$ cat config.mk
export PLATFORM = sky130hd
export DESIGN_NAME = sgx_executor
export DESIGN_NICKNAME = d
export VERILOG_FILES = /design/src/inc/sgx_pkg.sv /design/src/rtl/sgx_executor.sv
export SDC_FILE = /design/constraint.sdc
export NUM_CORES = 1
export LEC_CHECK = 0
export BUFFER_PORTS_ARGS = -buffer_cell sky130_fd_sc_hd__buf_2
export CAP_MARGIN = 20
export CORE_AREA = 2 2 120 122
export CTS_CLUSTER_DIAMETER = 200
export DETAILED_ROUTE_END_ITERATION = 10
export DIE_AREA = 0 0 122 124
export GPL_TIMING_DRIVEN = 0
export HOLD_SLACK_MARGIN = 0.05
export PLACE_DENSITY = 0.66
export SYNTH_ARGS = -nofsm -noshare
export SYNTH_HDL_FRONTEND = slang
export SYNTH_SLANG_ARGS = --single-unit
$ cat constraint.sdc
create_clock -name i_clk -period 3.9 [get_ports i_clk]
set_input_delay 0.585 -clock i_clk [delete_from_list [all_inputs] [get_ports i_clk]]
set_output_delay 0.585 -clock i_clk [all_outputs]
set_load 0.01 [all_outputs]
$ cat src/inc/sgx_pkg.sv
package sgx_pkg;
	localparam int unsigned CLK_HZ = 200000000;
	localparam int unsigned DELAY_UNIT_MS = 1;
	// Cycles per millisecond, derived from the clock rate
	localparam int unsigned MS_CYCLES = (CLK_HZ / 1000) * DELAY_UNIT_MS;
	localparam int unsigned NUM_PORTS = 1;
	localparam int unsigned PORT_W = 8;
	localparam int unsigned SLOTS = 16;
	localparam int unsigned SLOT_AW = 4;

	localparam logic [7:0] ADDR_CTRL = 8'h00;
	localparam logic [7:0] ADDR_CMD = 8'h04;
	localparam logic [7:0] ADDR_STAT = 8'h08;
	localparam logic [7:0] ADDR_DIR = 8'h0c;
	localparam logic [7:0] ADDR_OUT = 8'h10;
	localparam logic [7:0] ADDR_PIN = 8'h14;
	localparam logic [7:0] ADDR_SLOT = 8'h40;
	localparam int unsigned SLOT_LSB = 2;

	// Command word fields
	localparam int unsigned OP_LSB = 28;
	localparam int unsigned LINE_LSB = 8;
	localparam int unsigned VAL_LSB = 0;
	localparam int unsigned ARG_W = 16;
	localparam logic [3:0] OP_DELAY = 4'h1;
	localparam logic [3:0] OP_CFG_LINE = 4'h2;
	localparam logic [3:0] OP_CFG_PORT = 4'h3;
	localparam logic [3:0] OP_READ_LINE = 4'h4;
	localparam logic [3:0] OP_WRITE_PORT = 4'h5;

	localparam int unsigned STAT_BUSY = 0;
	localparam int unsigned STAT_BAD = 1;
	localparam int unsigned CTRL_CLR_IDX = 0;

	typedef enum logic [2:0] {
		SGX_IDLE = 3'b001,
		SGX_WAIT = 3'b010,
		SGX_DONE = 3'b100
	} sgx_state_t;
endpackage : sgx_pkg

$ cat src/rtl/sgx_executor.sv
// Overview of operation
// - Delay command waits requested milliseconds
// - Line config changes one direction bit
// - Port map: one output, zero input
// - Port config updates all eight lines
// - Line read samples one selected line
// - Sample reads 0 low, 1 high
// - Result stored at read command's index
// - Port write changes output lines only
`timescale 1ns/100ps
`default_nettype none
module sgx_executor (
	input wire logic i_clk,
	input wire logic i_rst,
	input wire logic i_ce,
	input wire logic i_wb_cyc,
	input wire logic i_wb_stb,
	input wire logic i_wb_we,
	input wire logic [7:0] i_wb_adr,
	input wire logic [31:0] i_wb_dat,
	input wire logic [3:0] i_wb_sel,
	output logic [31:0] o_wb_dat,
	output logic o_wb_ack,
	input wire logic [7:0] i_gpl_in,
	output logic [7:0] o_gpl_out,
	output logic [7:0] o_gpl_oe_n
);
	logic [7:0] sync1_r;
	logic [7:0] sync2_r;
	logic [7:0] dir_r;
	logic [7:0] dir_nxt;
	logic [7:0] out_r;
	logic [7:0] out_nxt;
	logic [0:0] slot_r [0:sgx_pkg::SLOTS-1];
	logic [sgx_pkg::SLOT_AW-1:0] idx_r;
	logic [sgx_pkg::SLOT_AW-1:0] idx_nxt;
	logic slot_we;
	logic [sgx_pkg::ARG_W-1:0] ms_r;
	logic [sgx_pkg::ARG_W-1:0] ms_nxt;
	logic [31:0] cyc_r;
	logic [31:0] cyc_nxt;
	sgx_pkg::sgx_state_t st_r;
	sgx_pkg::sgx_state_t st_nxt;
	logic bad_r;
	logic bad_nxt;
	logic ack_r;
	logic ack_nxt;
	logic [31:0] rd_r;
	logic [31:0] rd_nxt;
	logic req;
	logic wr_cmd;
	logic busy;
	logic [3:0] op;
	logic [2:0] line;
	logic [7:0] val;

	// Ack gating keeps one request from being taken twice
	assign req = i_wb_cyc && i_wb_stb && !ack_r;
	assign busy = st_r == sgx_pkg::SGX_WAIT;
	assign wr_cmd = req && i_wb_we && i_wb_sel[0]
		&& i_wb_adr == sgx_pkg::ADDR_CMD;
	assign op = i_wb_dat[sgx_pkg::OP_LSB +: 4];
	assign line = i_wb_dat[sgx_pkg::LINE_LSB +: 3];
	assign val = i_wb_dat[sgx_pkg::VAL_LSB +: 8];

	always_comb begin
		st_nxt = st_r;
		dir_nxt = dir_r;
		out_nxt = out_r;
		idx_nxt = idx_r;
		ms_nxt = ms_r;
		cyc_nxt = cyc_r;
		bad_nxt = bad_r;
		slot_we = 1'b0;
		ack_nxt = 1'b0;
		// Reads and control writes still answer during a delay
		if (req) begin
			ack_nxt = !(wr_cmd && busy);
		end
		unique case (st_r)
			sgx_pkg::SGX_WAIT: begin
				if (cyc_r == sgx_pkg::MS_CYCLES - 1) begin
					cyc_nxt = '0;
					ms_nxt = ms_r - 1'b1;
					if (ms_r == 1) begin
						st_nxt = sgx_pkg::SGX_DONE;
					end
				end else begin
					cyc_nxt = cyc_r + 1'b1;
				end
			end
			// Done lasts one cycle; busy is already low, so a stalled command is taken here
			sgx_pkg::SGX_DONE: begin
				st_nxt = sgx_pkg::SGX_IDLE;
			end
			default: begin
			end
		endcase
		if (wr_cmd && !busy) begin
			unique case (op)
				sgx_pkg::OP_DELAY: begin
					ms_nxt = i_wb_dat[sgx_pkg::ARG_W-1:0];
					cyc_nxt = '0;
					// Zero milliseconds means no wait at all
					if (i_wb_dat[sgx_pkg::ARG_W-1:0] != '0) begin
						st_nxt = sgx_pkg::SGX_WAIT;
					end
				end
				sgx_pkg::OP_CFG_LINE: begin
					dir_nxt[line] = val[0];
				end
				sgx_pkg::OP_CFG_PORT: begin
					dir_nxt = val;
				end
				sgx_pkg::OP_READ_LINE: begin
					slot_we = 1'b1;
					idx_nxt = idx_r + 1'b1;
				end
				sgx_pkg::OP_WRITE_PORT: begin
					out_nxt = (out_r & ~dir_r) | (val & dir_r);
				end
				// Unknown opcode: acked, but flagged in status
				default: begin
					bad_nxt = 1'b1;
				end
			endcase
		end
		// Index wraps; old slots are overwritten
		if (req && i_wb_we && i_wb_sel[0]) begin
			if (i_wb_adr == sgx_pkg::ADDR_CTRL
				&& i_wb_dat[sgx_pkg::CTRL_CLR_IDX]) begin
				idx_nxt = '0;
				bad_nxt = 1'b0;
			end
		end
	end

	// Read data comes only from registers, never straight from a pin
	always_comb begin
		rd_nxt = rd_r;
		if (req && !i_wb_we) begin
			rd_nxt = '0;
			if (i_wb_adr == sgx_pkg::ADDR_STAT) begin
				rd_nxt[sgx_pkg::STAT_BUSY] = busy;
				rd_nxt[sgx_pkg::STAT_BAD] = bad_r;
				rd_nxt[8 +: sgx_pkg::SLOT_AW] = idx_r;
			end else if (i_wb_adr == sgx_pkg::ADDR_DIR) begin
				rd_nxt[7:0] = dir_r;
			end else if (i_wb_adr == sgx_pkg::ADDR_OUT) begin
				rd_nxt[7:0] = out_r;
			end else if (i_wb_adr == sgx_pkg::ADDR_PIN) begin
				rd_nxt[7:0] = sync2_r;
			end else if (i_wb_adr[7:6] == sgx_pkg::ADDR_SLOT[7:6]) begin
				rd_nxt[0] = slot_r[i_wb_adr[sgx_pkg::SLOT_LSB +:
					sgx_pkg::SLOT_AW]];
			end
		end
	end

	always_ff @(posedge i_clk) begin
		if (i_rst) begin
			st_r <= sgx_pkg::SGX_IDLE;
			dir_r <= 8'h00;
			out_r <= 8'h00;
			idx_r <= '0;
			ms_r <= '0;
			cyc_r <= '0;
			bad_r <= 1'b0;
			ack_r <= 1'b0;
		end else if (i_ce) begin
			st_r <= st_nxt;
			dir_r <= dir_nxt;
			out_r <= out_nxt;
			idx_r <= idx_nxt;
			ms_r <= ms_nxt;
			cyc_r <= cyc_nxt;
			bad_r <= bad_nxt;
			ack_r <= ack_nxt;
		end
	end

	always_ff @(posedge i_clk) begin
		if (i_rst) begin
			rd_r <= '0;
		end else if (i_ce) begin
			rd_r <= rd_nxt;
		end
	end

	// Pins are asynchronous; only the second flop is read
	always_ff @(posedge i_clk) begin
		if (i_rst) begin
			sync1_r <= 8'h00;
			sync2_r <= 8'h00;
		end else if (i_ce) begin
			sync1_r <= i_gpl_in;
			sync2_r <= sync1_r;
		end
	end

	// Slots hold no reset; stale data is harmless once index is cleared
	always_ff @(posedge i_clk) begin
		if (i_ce && slot_we) begin
			slot_r[idx_r] <= sync2_r[line];
		end
	end

	assign o_wb_ack = ack_r;
	assign o_wb_dat = rd_r;
	assign o_gpl_out = out_r;
	// Enable is active low: a direction one drives the line
	assign o_gpl_oe_n = ~dir_r;
endmodule : sgx_executor
`default_nettype wire

==> results_dict.tcl, run 1 <==
set metrics [dict create \
    status "completed" \
    clock-sinks 117 \
    relSlewSlack 0.342 \
    cp.required_ps 4210 \
    synthMostInstantiatedCell "nor2_1" \
    async_flop_share 0 \
    synth.top_cell.area_share 0.324 \
    path_cells "ha_1 > nor4b_2 > nand4_2 > nor4_1 > nor2_1 > nor2_4 > buf_4 > nor2_1" \
    cts_root_buf "clkbuf_16" \
    finalHoldViolCount 0 \
    crit_path_start_kind "flip-flop" \
    dpl.hpwl_mm 12.3 \
    yosysTopAreaCell "dfxtp_1" \
    critPathKind "reg -> reg" \
    drtAntennaViolNets 0 \
    post_cts_buffers 0 \
    dr.first_iter.drc_count 517 \
    die_area_sq_mm 0.0151 \
    syn_area_sq_mm 0.00624 \
    max_cap_violations 0 \
    cp_slowest_cell "nor4_1" \
    cp_max_fo 10 \
    synthCells 705 \
    drcViolationCount 0 \
    post-route-min-period_ps 2590 \
    ff_latch_area_sq_mm 0.00250 \
    yosysWarnings 0 \
    whs_ps 408 \
    postLayoutCoreUtil 0.546 \
    wirelength_mm 16.7 \
    multiInputGateArea_sq_mm 0.00340 \
    grt_pass1_wl_mm 26.9 \
    antenna_found_initial 0 \
    yosysUniqueCellTypes 73 \
    finClkSkew_ps 7.43 \
    ys_seq_elements 117 \
    crit_top_cell "nor2_1" \
    ir_worst_vdd_mv 0.237 \
    crit_buf_inv 1 \
    numPortBuffers 65 \
    first_pass_iters 8 \
    period_share 0.663 \
    cts_tree "built" \
    gp_congestion 0.895 \
    die_x_microns 122 \
    fin_nets 874 \
    tightest_slew_ps 979 \
    io_pins 107 \
    clock_path_buffers 2 \
    finalSetupViolations 0 \
    slew_viol_final 0 \
    track_usage 0.228 \
    vias_per_cell 5.66 \
    ys_top_cells_by_count "nor2_1 (106), dfxtp_1 (101), nand2_1 (46), mux2i_1 (34), clkbuf_1 (27)" \
    dieHeight_microns 124 \
    p_per_area_mw_per_mm2 406 \
    cts_buffers 17 \
    n_fill_cell 1270 \
    synth.area.top_cells "dfxtp_1 (32%), edfxtp_1 (7.7%), nor2_1 (6.4%)" \
    area_growth_syn_to_layout_pct 20.1 \
    fin_setup_tns_ps 0 \
    end_kind "flip-flop" \
    max_freq_mhz 387 \
    ys.flop_type "dfxtp_1" \
    crit_path_max_incr_delay_ps 600 \
    synth_edf_count 16 \
    clock_latency_ps 420 \
    initial_utilization 0.455 \
    postCtsHoldBufs 0 \
    overflow 0 \
    syn-mean-instance-area_sq_um 8.86 \
    critical_path_arrival_ps 2900 \
    num_rows 43 \
    htreeDepth 4 \
    first_global_vias 5329 \
    drive_above_1_share 0.195 \
    leakage_nw 3.00 \
    wl_per_cell_microns 16.6 \
    critPathTopFamily "simple AND/OR/NAND/NOR gates" \
    diodes 0 \
    synth.yosys.seq_area_share 0.401 \
    core_area_sq_mm 0.0137 \
    clk_pin_slew_ps 60 \
    grt_max_degree 17 \
    rsz0062_at_grt "false" \
    hp-class "in -> reg" \
    ctsResizeCount 0 \
    num_vias 5671 \
]
[layer usage]
metal  share of wire  global-route usage  vias to the layer above
li1                -                   -                     2721
met1            0.44               0.286                     2711
met2            0.48               0.382                      212
met3           0.063              0.0458                       27
met4           0.023              0.0941                        0
met5               0                   0                        -
[sequential cells by signal, indices dropped and copies added (netlist names), named ones only]
signal and cells:
ms_r 16, cyc_r 32, o_wb_dat 12, sync1_r 8, idx_r 4, st_r 3, bad_r 1, o_wb_ack 1
slot_r 16, dir_r 8, sync2_r 8
[final cells by class]
type | count | share of cell area
Clock inverter | 13 | 0.0230
Multi-Input combinational cell | 525 | 0.454
Clock buffer | 19 | 0.0604
Timing Repair Buffer | 66 | 0.0441
Buffer | 59 | 0.0432
Inverter | 23 | 0.0115
Tap cell | 180 | 0.0300
Sequential cell | 117 | 0.334
[through the flow]
| stage | cells | setup WS (ps) | power, mW | area, sq um |
|---|---|---|---|---|
| after floorplan | 724 | 1550 | 1.38 | 6320 |
| after detailed placement | 969 | 921 | 1.44 | 6870 |
| after global routing | 1002 | 1040 | 3.15 | 7500 |
| after CTS | 1001 | 1170 | 3.07 | 7490 |
| final | 1002 | 1310 | 3.05 | 7500 |
| after global placement | 969 | 956 | 1.44 | 6870 |
[cell usage in the layout (no fill, tap or decap), types with 17 or more instances in the layout]
| cell | instances |
|---|---|
| inv_1 | 22 |
| clkbuf_1 | 27 |
| o22ai_1 | 20 |
| and3_1 | 18 |
| buf_4 | 22 |
| dfxtp_1 | 101 |
| nor2_1 | 106 |
| mux2i_1 | 34 |
| conb_1 | 20 |
| a21oi_1 | 22 |
| xor2_1 | 20 |
| clkbuf_16 | 17 |
| nand4_1 | 19 |
| nand3_1 | 25 |
| buf_2 | 68 |
| nor3_1 | 26 |
| nand2_1 | 46 |
[worst register-to-register path: cells and delay by family, from the launching register on]
family	cells	cell delay (ps)
DFF	1	380
and+or+nand+nor	6	1640
adders and majority gates	1	240
buffers and inverters	1	220
[path summary, 6_finish.rpt]
check | to | depth (start not counted) | from | slack (ps)
max | cyc_r[29] | 8 | cyc_r[0] | 1310
min | sync1_r[7] | 3 | i_gpl_in[7] | 410
max reg2reg | cyc_r[29] | 8 | cyc_r[0] | 1310
min reg2reg | o_wb_dat[6] | 2 | o_wb_dat[6] | 450
[kinds of logic (layout without fill, tap and decap cells)]
family,count (synthesis),count (layout),share of synthesized area
xor+xnor,31,31,0.0435
flops,117,117,0.401
fa+ha+maj,7,7,0.0140
simple gates,313,313,0.280
mux,40,40,0.0689
compound gates,114,114,0.126
buf+inv,82,180,0.0657
other cells,1,20,0.000601
[report_power, final]
| group | switching [mW] | internal (mW) |
|---|---|---|
| registers | 0.00654 | 1.23 |
| clock network | 0.582 | 1.04 |
| logic | 0.118 | 0.0667 |
Note: power is estimated with default switching activity, not from simulation.
==> run 2, diff against run 1 <==
==> constraint.sdc (replaced) <==
create_clock -name i_clk -period 2.42 [get_ports i_clk]
set_input_delay 0.363 -clock i_clk [delete_from_list [all_inputs] [get_ports i_clk]]
set_output_delay 0.363 -clock i_clk [all_outputs]
set_load 0.01 [all_outputs]
==> run 2 against run 1 <==
Net effect: power rose by 62%; clock-buffer cell count did not move; global-route usage grew 0.12 points; first-iteration DRC count increased by 8.1%; critical path depth decreased by 1; sequential power up 60%; combinational power grew 65%; cell count increased by 0.40%; largest cell class unchanged; largest power group unchanged; highest routed layer unchanged.
==> results_dict.tcl, run 2 (synthesis gave the netlist of run 1 again) <==
set metrics [dict create \
    first_global_vias 5354 \
    largest_reg_flops 32 \
    num_vias 5726 \
    finalPower_mw 4.93 \
    drcViolationCount 0 \
    area_growth_syn_to_layout_pct 22.6 \
    layout_common_cells "nor2_1 (106), dfxtp_1 (100), buf_2 (67)" \
    ff2ff_setup_slack_ps 90 \
    diodes 0 \
    num_rows 43 \
    critPathKind "reg -> reg" \
    numPortBuffers 65 \
    reg2regPathDepth 7 \
    postCtsHoldBufs 0 \
    max_cap_violations 0 \
    dpl.hpwl_mm 12.3 \
    rsz0062_at_grt "true" \
    cts_root_buf "clkbuf_16" \
    clock_latency_ps 420 \
    critical_path_arrival_ps 2610 \
    hold_path_end "sync1_r[7]" \
    initial_utilization 0.455 \
    regMostFlops "cyc_r" \
    grt_max_degree 17 \
    wirelength_mm 17.1 \
    clk_pin_slew_ps 60 \
    status "completed" \
    cp_max_fo 6 \
    finalHoldViolCount 0 \
    first_pass_iters 7 \
    dieHeight_microns 124 \
    reg2reg_to "st_r[1]" \
    gp_congestion 0.895 \
    period_share 0.962 \
    track_usage 0.229 \
    grt_pass1_wl_mm 27.0 \
    wl_per_cell_microns 17.0 \
    max_freq_mhz 430 \
    leakage_nw 3.07 \
    die_area_sq_mm 0.0151 \
    antenna_found_initial 0 \
    io_pins 107 \
    p_per_area_mw_per_mm2 644 \
    overflow 0 \
    slew_viol_final 0 \
    core_area_sq_mm 0.0137 \
    die_x_microns 122 \
    clock-sinks 117 \
    relSlewSlack 0.513 \
    crit_path_start_kind "flip-flop" \
    finClkSkew_ps 5.93 \
    reg.largest.list "cyc_r: 32 flops, ms_r: 16 flops, slot_r: 16 flops" \
    drive_above_1_share 0.212 \
    vias_per_cell 5.69 \
    post-route-min-period_ps 2330 \
    hp-class "in -> reg" \
    htreeDepth 4 \
    worstReg2RegStart "ms_r[7]" \
    cts_buffers 17 \
    dr.first_iter.drc_count 559 \
    hold_depth 3 \
    layout_commonest_cell "nor2_1" \
    postLayoutCoreUtil 0.558 \
    ir_worst_vdd_mv 0.385 \
    fin_nets 878 \
    cp.required_ps 2700 \
    whs_ps 185 \
    tightest_slew_ps 730 \
    min_from "i_gpl_in[7]" \
    clock_path_buffers 2 \
    end_kind "flip-flop" \
    drtAntennaViolNets 0 \
    finalSetupViolations 0 \
    cts_tree "built" \
]
==> run 2: stage by stage <==
stage | area (sq um) | TNS, ps | cells | setup slack (ps)
4_1_cts | 7500 | -321 | 1001 | -22.0
3_3_place_gp | 6870 | -9710 | 969 | -302
2_1_floorplan | 6320 | 0 | 724 | 297
6_report | 7650 | 0 | 1006 | 93.0
5_1_grt | 7650 | -12.3 | 1006 | -11.7
3_5_place_dp | 6870 | -12160 | 969 | -337
==> run 2: power by group <==
group	switching [mW]	internal, mW	leakage, nW
sequential	0.0105	1.98	0.981
combinational	0.194	0.111	1.79
clock	0.945	1.68	0.292
total	1.15	3.78	3.07
==> run 2: worst max-delay path by stage <==
stage	start	endpoint	slack (ps)	cells past startpoint
floorplan	i_wb_adr[4]	cyc_r[11]	300	8
global placement	i_wb_adr[3]	cyc_r[29]	-300	8
detailed placement	i_wb_adr[3]	cyc_r[26]	-340	8
CTS	cyc_r[0]	st_r[1]	-20	7
global route	st_r[0]	dir_r[4]	-10	6
finish	ms_r[7]	st_r[1]	90	7
==> run 2: timing repair <==
| item | in CTS | in global routing |
|---|---|---|
| gates resized for setup | 2 | 19 |
| setup endpoints to repair | 22 | 52 |
| setup buffers | 0 | 5 |
| pin swaps | 0 | 8 |
==> run 2: per-layer routing <==
layer | wire, microns | vias to the layer above | GRT usage
met1 | 7370 | 2749 | 0.288
met4 | 343 | 0 | 0.0941
met2 | 8330 | 213 | 0.385
li1 | - | 2740 | -
met5 | 0 | - | 0
met3 | 1040 | 24 | 0.0458
==> run 2: cell type report <==
| type | count | area (sq um) |
|---|---|---|
| tap | 180 | 225 |
| clock buffer | 19 | 453 |
| clock inverter | 13 | 173 |
| inverter | 23 | 86.3 |
| buffer | 59 | 328 |
| fill | 1259 | 6070 |
| timing repair buffer | 70 | 363 |
| sequential | 117 | 2500 |
| multi-input combinational | 525 | 3520 |
==> run 2: critical path, stage by stage (launching register included) <==
cell	delay, ps
dfxtp_2	340
or4_1	540
buf_4	180
or4_4	440
nor3_4	160
nand4_1	190
nor4_2	200
o22ai_1	120
==> run 3, diff against run 2 <==
--- a/config.mk
+++ b/config.mk
@@ -13,7 +13,7 @@
 export DIE_AREA = 0 0 122 124
 export GPL_TIMING_DRIVEN = 0
 export HOLD_SLACK_MARGIN = 0.05
-export PLACE_DENSITY = 0.66
+export PLACE_DENSITY = 0.63
 export SYNTH_ARGS = -nofsm -noshare
 export SYNTH_HDL_FRONTEND = slang
 export SYNTH_SLANG_ARGS = --single-unit
==> run 3 against run 2 <==
Net effect: register-to-register slack barely moved; maximum frequency rose by 0.23%; clock power rose by 8.7%; power rose by 4.7%; first-iteration DRC count fell by 21%; cell area rose by 0.46%; critical path type unchanged.
==> results_dict.tcl, run 3 (synthesis gave the netlist of run 1 again) <==
set metrics [dict create \
    reg2reg_to "st_r[1]" \
    startpoint "ms_r[7]" \
    area_growth_syn_to_layout_pct 23.1 \
    grt_max_degree 17 \
    finalHoldViolCount 0 \
    layout_commonest_cell "nor2_1" \
    layout_common_cells "nor2_1 (106), dfxtp_1 (100), buf_2 (67)" \
    tightest_slew_ps 730 \
    drcViolationCount 0 \
    first_pass_iters 6 \
    reg2regPathDepth 7 \
    wirelength_mm 17.0 \
    postPlaceCellArea_sq_mm 0.00687 \
    overflow 0 \
    post-route-min-period_ps 2320 \
    p_per_area_mw_per_mm2 671 \
    slew_viol_final 0 \
    critPathKind "reg -> reg" \
    core_area_sq_mm 0.0137 \
    critical_path_arrival_ps 2590 \
    clock_path_buffers 2 \
    htreeDepth 4 \
    vias_per_cell 5.60 \
    final_area_sq_mm 0.00769 \
    clk_pin_slew_ps 60 \
    initial_utilization 0.455 \
    hold_depth 3 \
    max_freq_mhz 431 \
    drtAntennaViolNets 0 \
    largest_reg_flops 32 \
    leakage_nw 3.07 \
    cp_max_fo 6 \
    crit_path_start_kind "flip-flop" \
    io_pins 107 \
    dr.first_iter.drc_count 443 \
    relSlewSlack 0.513 \
    regMostFlops "cyc_r" \
    ir_worst_vdd_mv 0.481 \
    ff2ff_setup_slack_ps 100 \
    cp.required_ps 2690 \
    first_global_vias 5351 \
    dpl.hpwl_mm 12.6 \
    worstReg2RegStart "ms_r[7]" \
    hp-class "in -> reg" \
    antenna_found_initial 0 \
    finalPower_mw 5.16 \
    status "completed" \
    die_area_sq_mm 0.0151 \
    fin_nets 877 \
    finalSetupViolations 0 \
    postLayoutCoreUtil 0.560 \
    clock-sinks 117 \
    ff_latch_area_sq_mm 0.00250 \
    clock_latency_ps 420 \
    dieHeight_microns 124 \
    diodes 0 \
    n_fill_cell 1278 \
    cts_tree "built" \
    die_x_microns 122 \
    grt_pass1_wl_mm 26.6 \
    gp_congestion 0.947 \
    num_rows 43 \
    wl_per_cell_microns 17.0 \
    track_usage 0.228 \
    rsz0062_at_grt "true" \
    min_from "i_gpl_in[1]" \
    end_kind "flip-flop" \
    cts_buffers 17 \
    drive_above_1_share 0.210 \
    finClkSkew_ps 8.55 \
    cts_root_buf "clkbuf_16" \
    fin_setup_tns_ps 0 \
    max_cap_violations 0 \
    hold_path_end "sync1_r[1]" \
    period_share 0.959 \
    numPortBuffers 65 \
    multiInputGateArea_sq_mm 0.00351 \
    reg.largest.list "cyc_r: 32 flops, ms_r: 16 flops, slot_r: 16 flops" \
    num_vias 5627 \
]
run 3: changes by cell type in the layout (fill, tap and decap cells not counted), sizes merged:
cell,before,now
buf,101,100
clkinvlp,4,0
clkinv,4,3
inv,25,23
clkbuf,47,52
bufinv,3,5
run 3: critical path, stage by stage (launching register included):
cell     delay (ps)
dfxtp_2         340
or4_4           530
buf_4           170
or4_4           440
nor3_4          160
nand4_1         190
nor4_2          220
o22ai_1         130
run 3: worst max-delay path by stage:
stage	endpoint	slack, ps	depth (start not counted)
after floorplan	cyc_r[11]	300	8
after global placement	cyc_r[15]	-300	8
after detailed placement	cyc_r[29]	-330	8
after CTS	cyc_r[30]	9	8
after global routing	cyc_r[30]	-10	7
final	st_r[1]	100	7
run 3: repair_timing:
action | in CTS | in global routing
hold buffers | 0 | 0
setup endpoints to repair | 21 | 42
resized for setup | 3 | 18
pin swaps | 1 | 3
buffers inserted | 0 | 4
run 3: final cells by class:
| type | instances | share of cell area |
|---|---|---|
| Buffer | 59 | 0.0426 |
| Clock buffer | 24 | 0.0667 |
| Tap cell | 180 | 0.0293 |
| Inverter | 23 | 0.0112 |
| Multi-Input combinational cell | 525 | 0.457 |
| Sequential cell | 117 | 0.326 |
| Clock inverter | 8 | 0.0215 |
| Timing Repair Buffer | 69 | 0.0462 |
run 3: routing by layer:
layer | track usage | up-vias | share of wire
met1 | 0.279 | 2626 | 0.43
met5 | 0 | - | 0
met3 | 0.0444 | 41 | 0.062
met2 | 0.388 | 220 | 0.48
li1 | - | 2740 | -
met4 | 0.102 | 0 | 0.028
run 3: where the power goes:
part / internal [mW] / total [mW] / switching (mW) / leakage (nW)
registers: 1.98 / 1.99 / 0.0111 / 0.981
logic: 0.109 / 0.302 / 0.193 / 1.75
clock network: 1.99 / 2.86 / 0.869 / 0.335
total: 4.09 / 5.16 / 1.07 / 3.07
run 3: through the flow:
step | hold WS [ps] | cells | setup WS [ps]
3_5_place_dp | 438 | 969 | -326
5_1_grt | 198 | 1005 | -10.0
6_report | 183 | 1005 | 98.2
3_3_place_gp | 430 | 969 | -302
2_1_floorplan | 438 | 724 | 297
4_1_cts | 171 | 1001 | 8.91
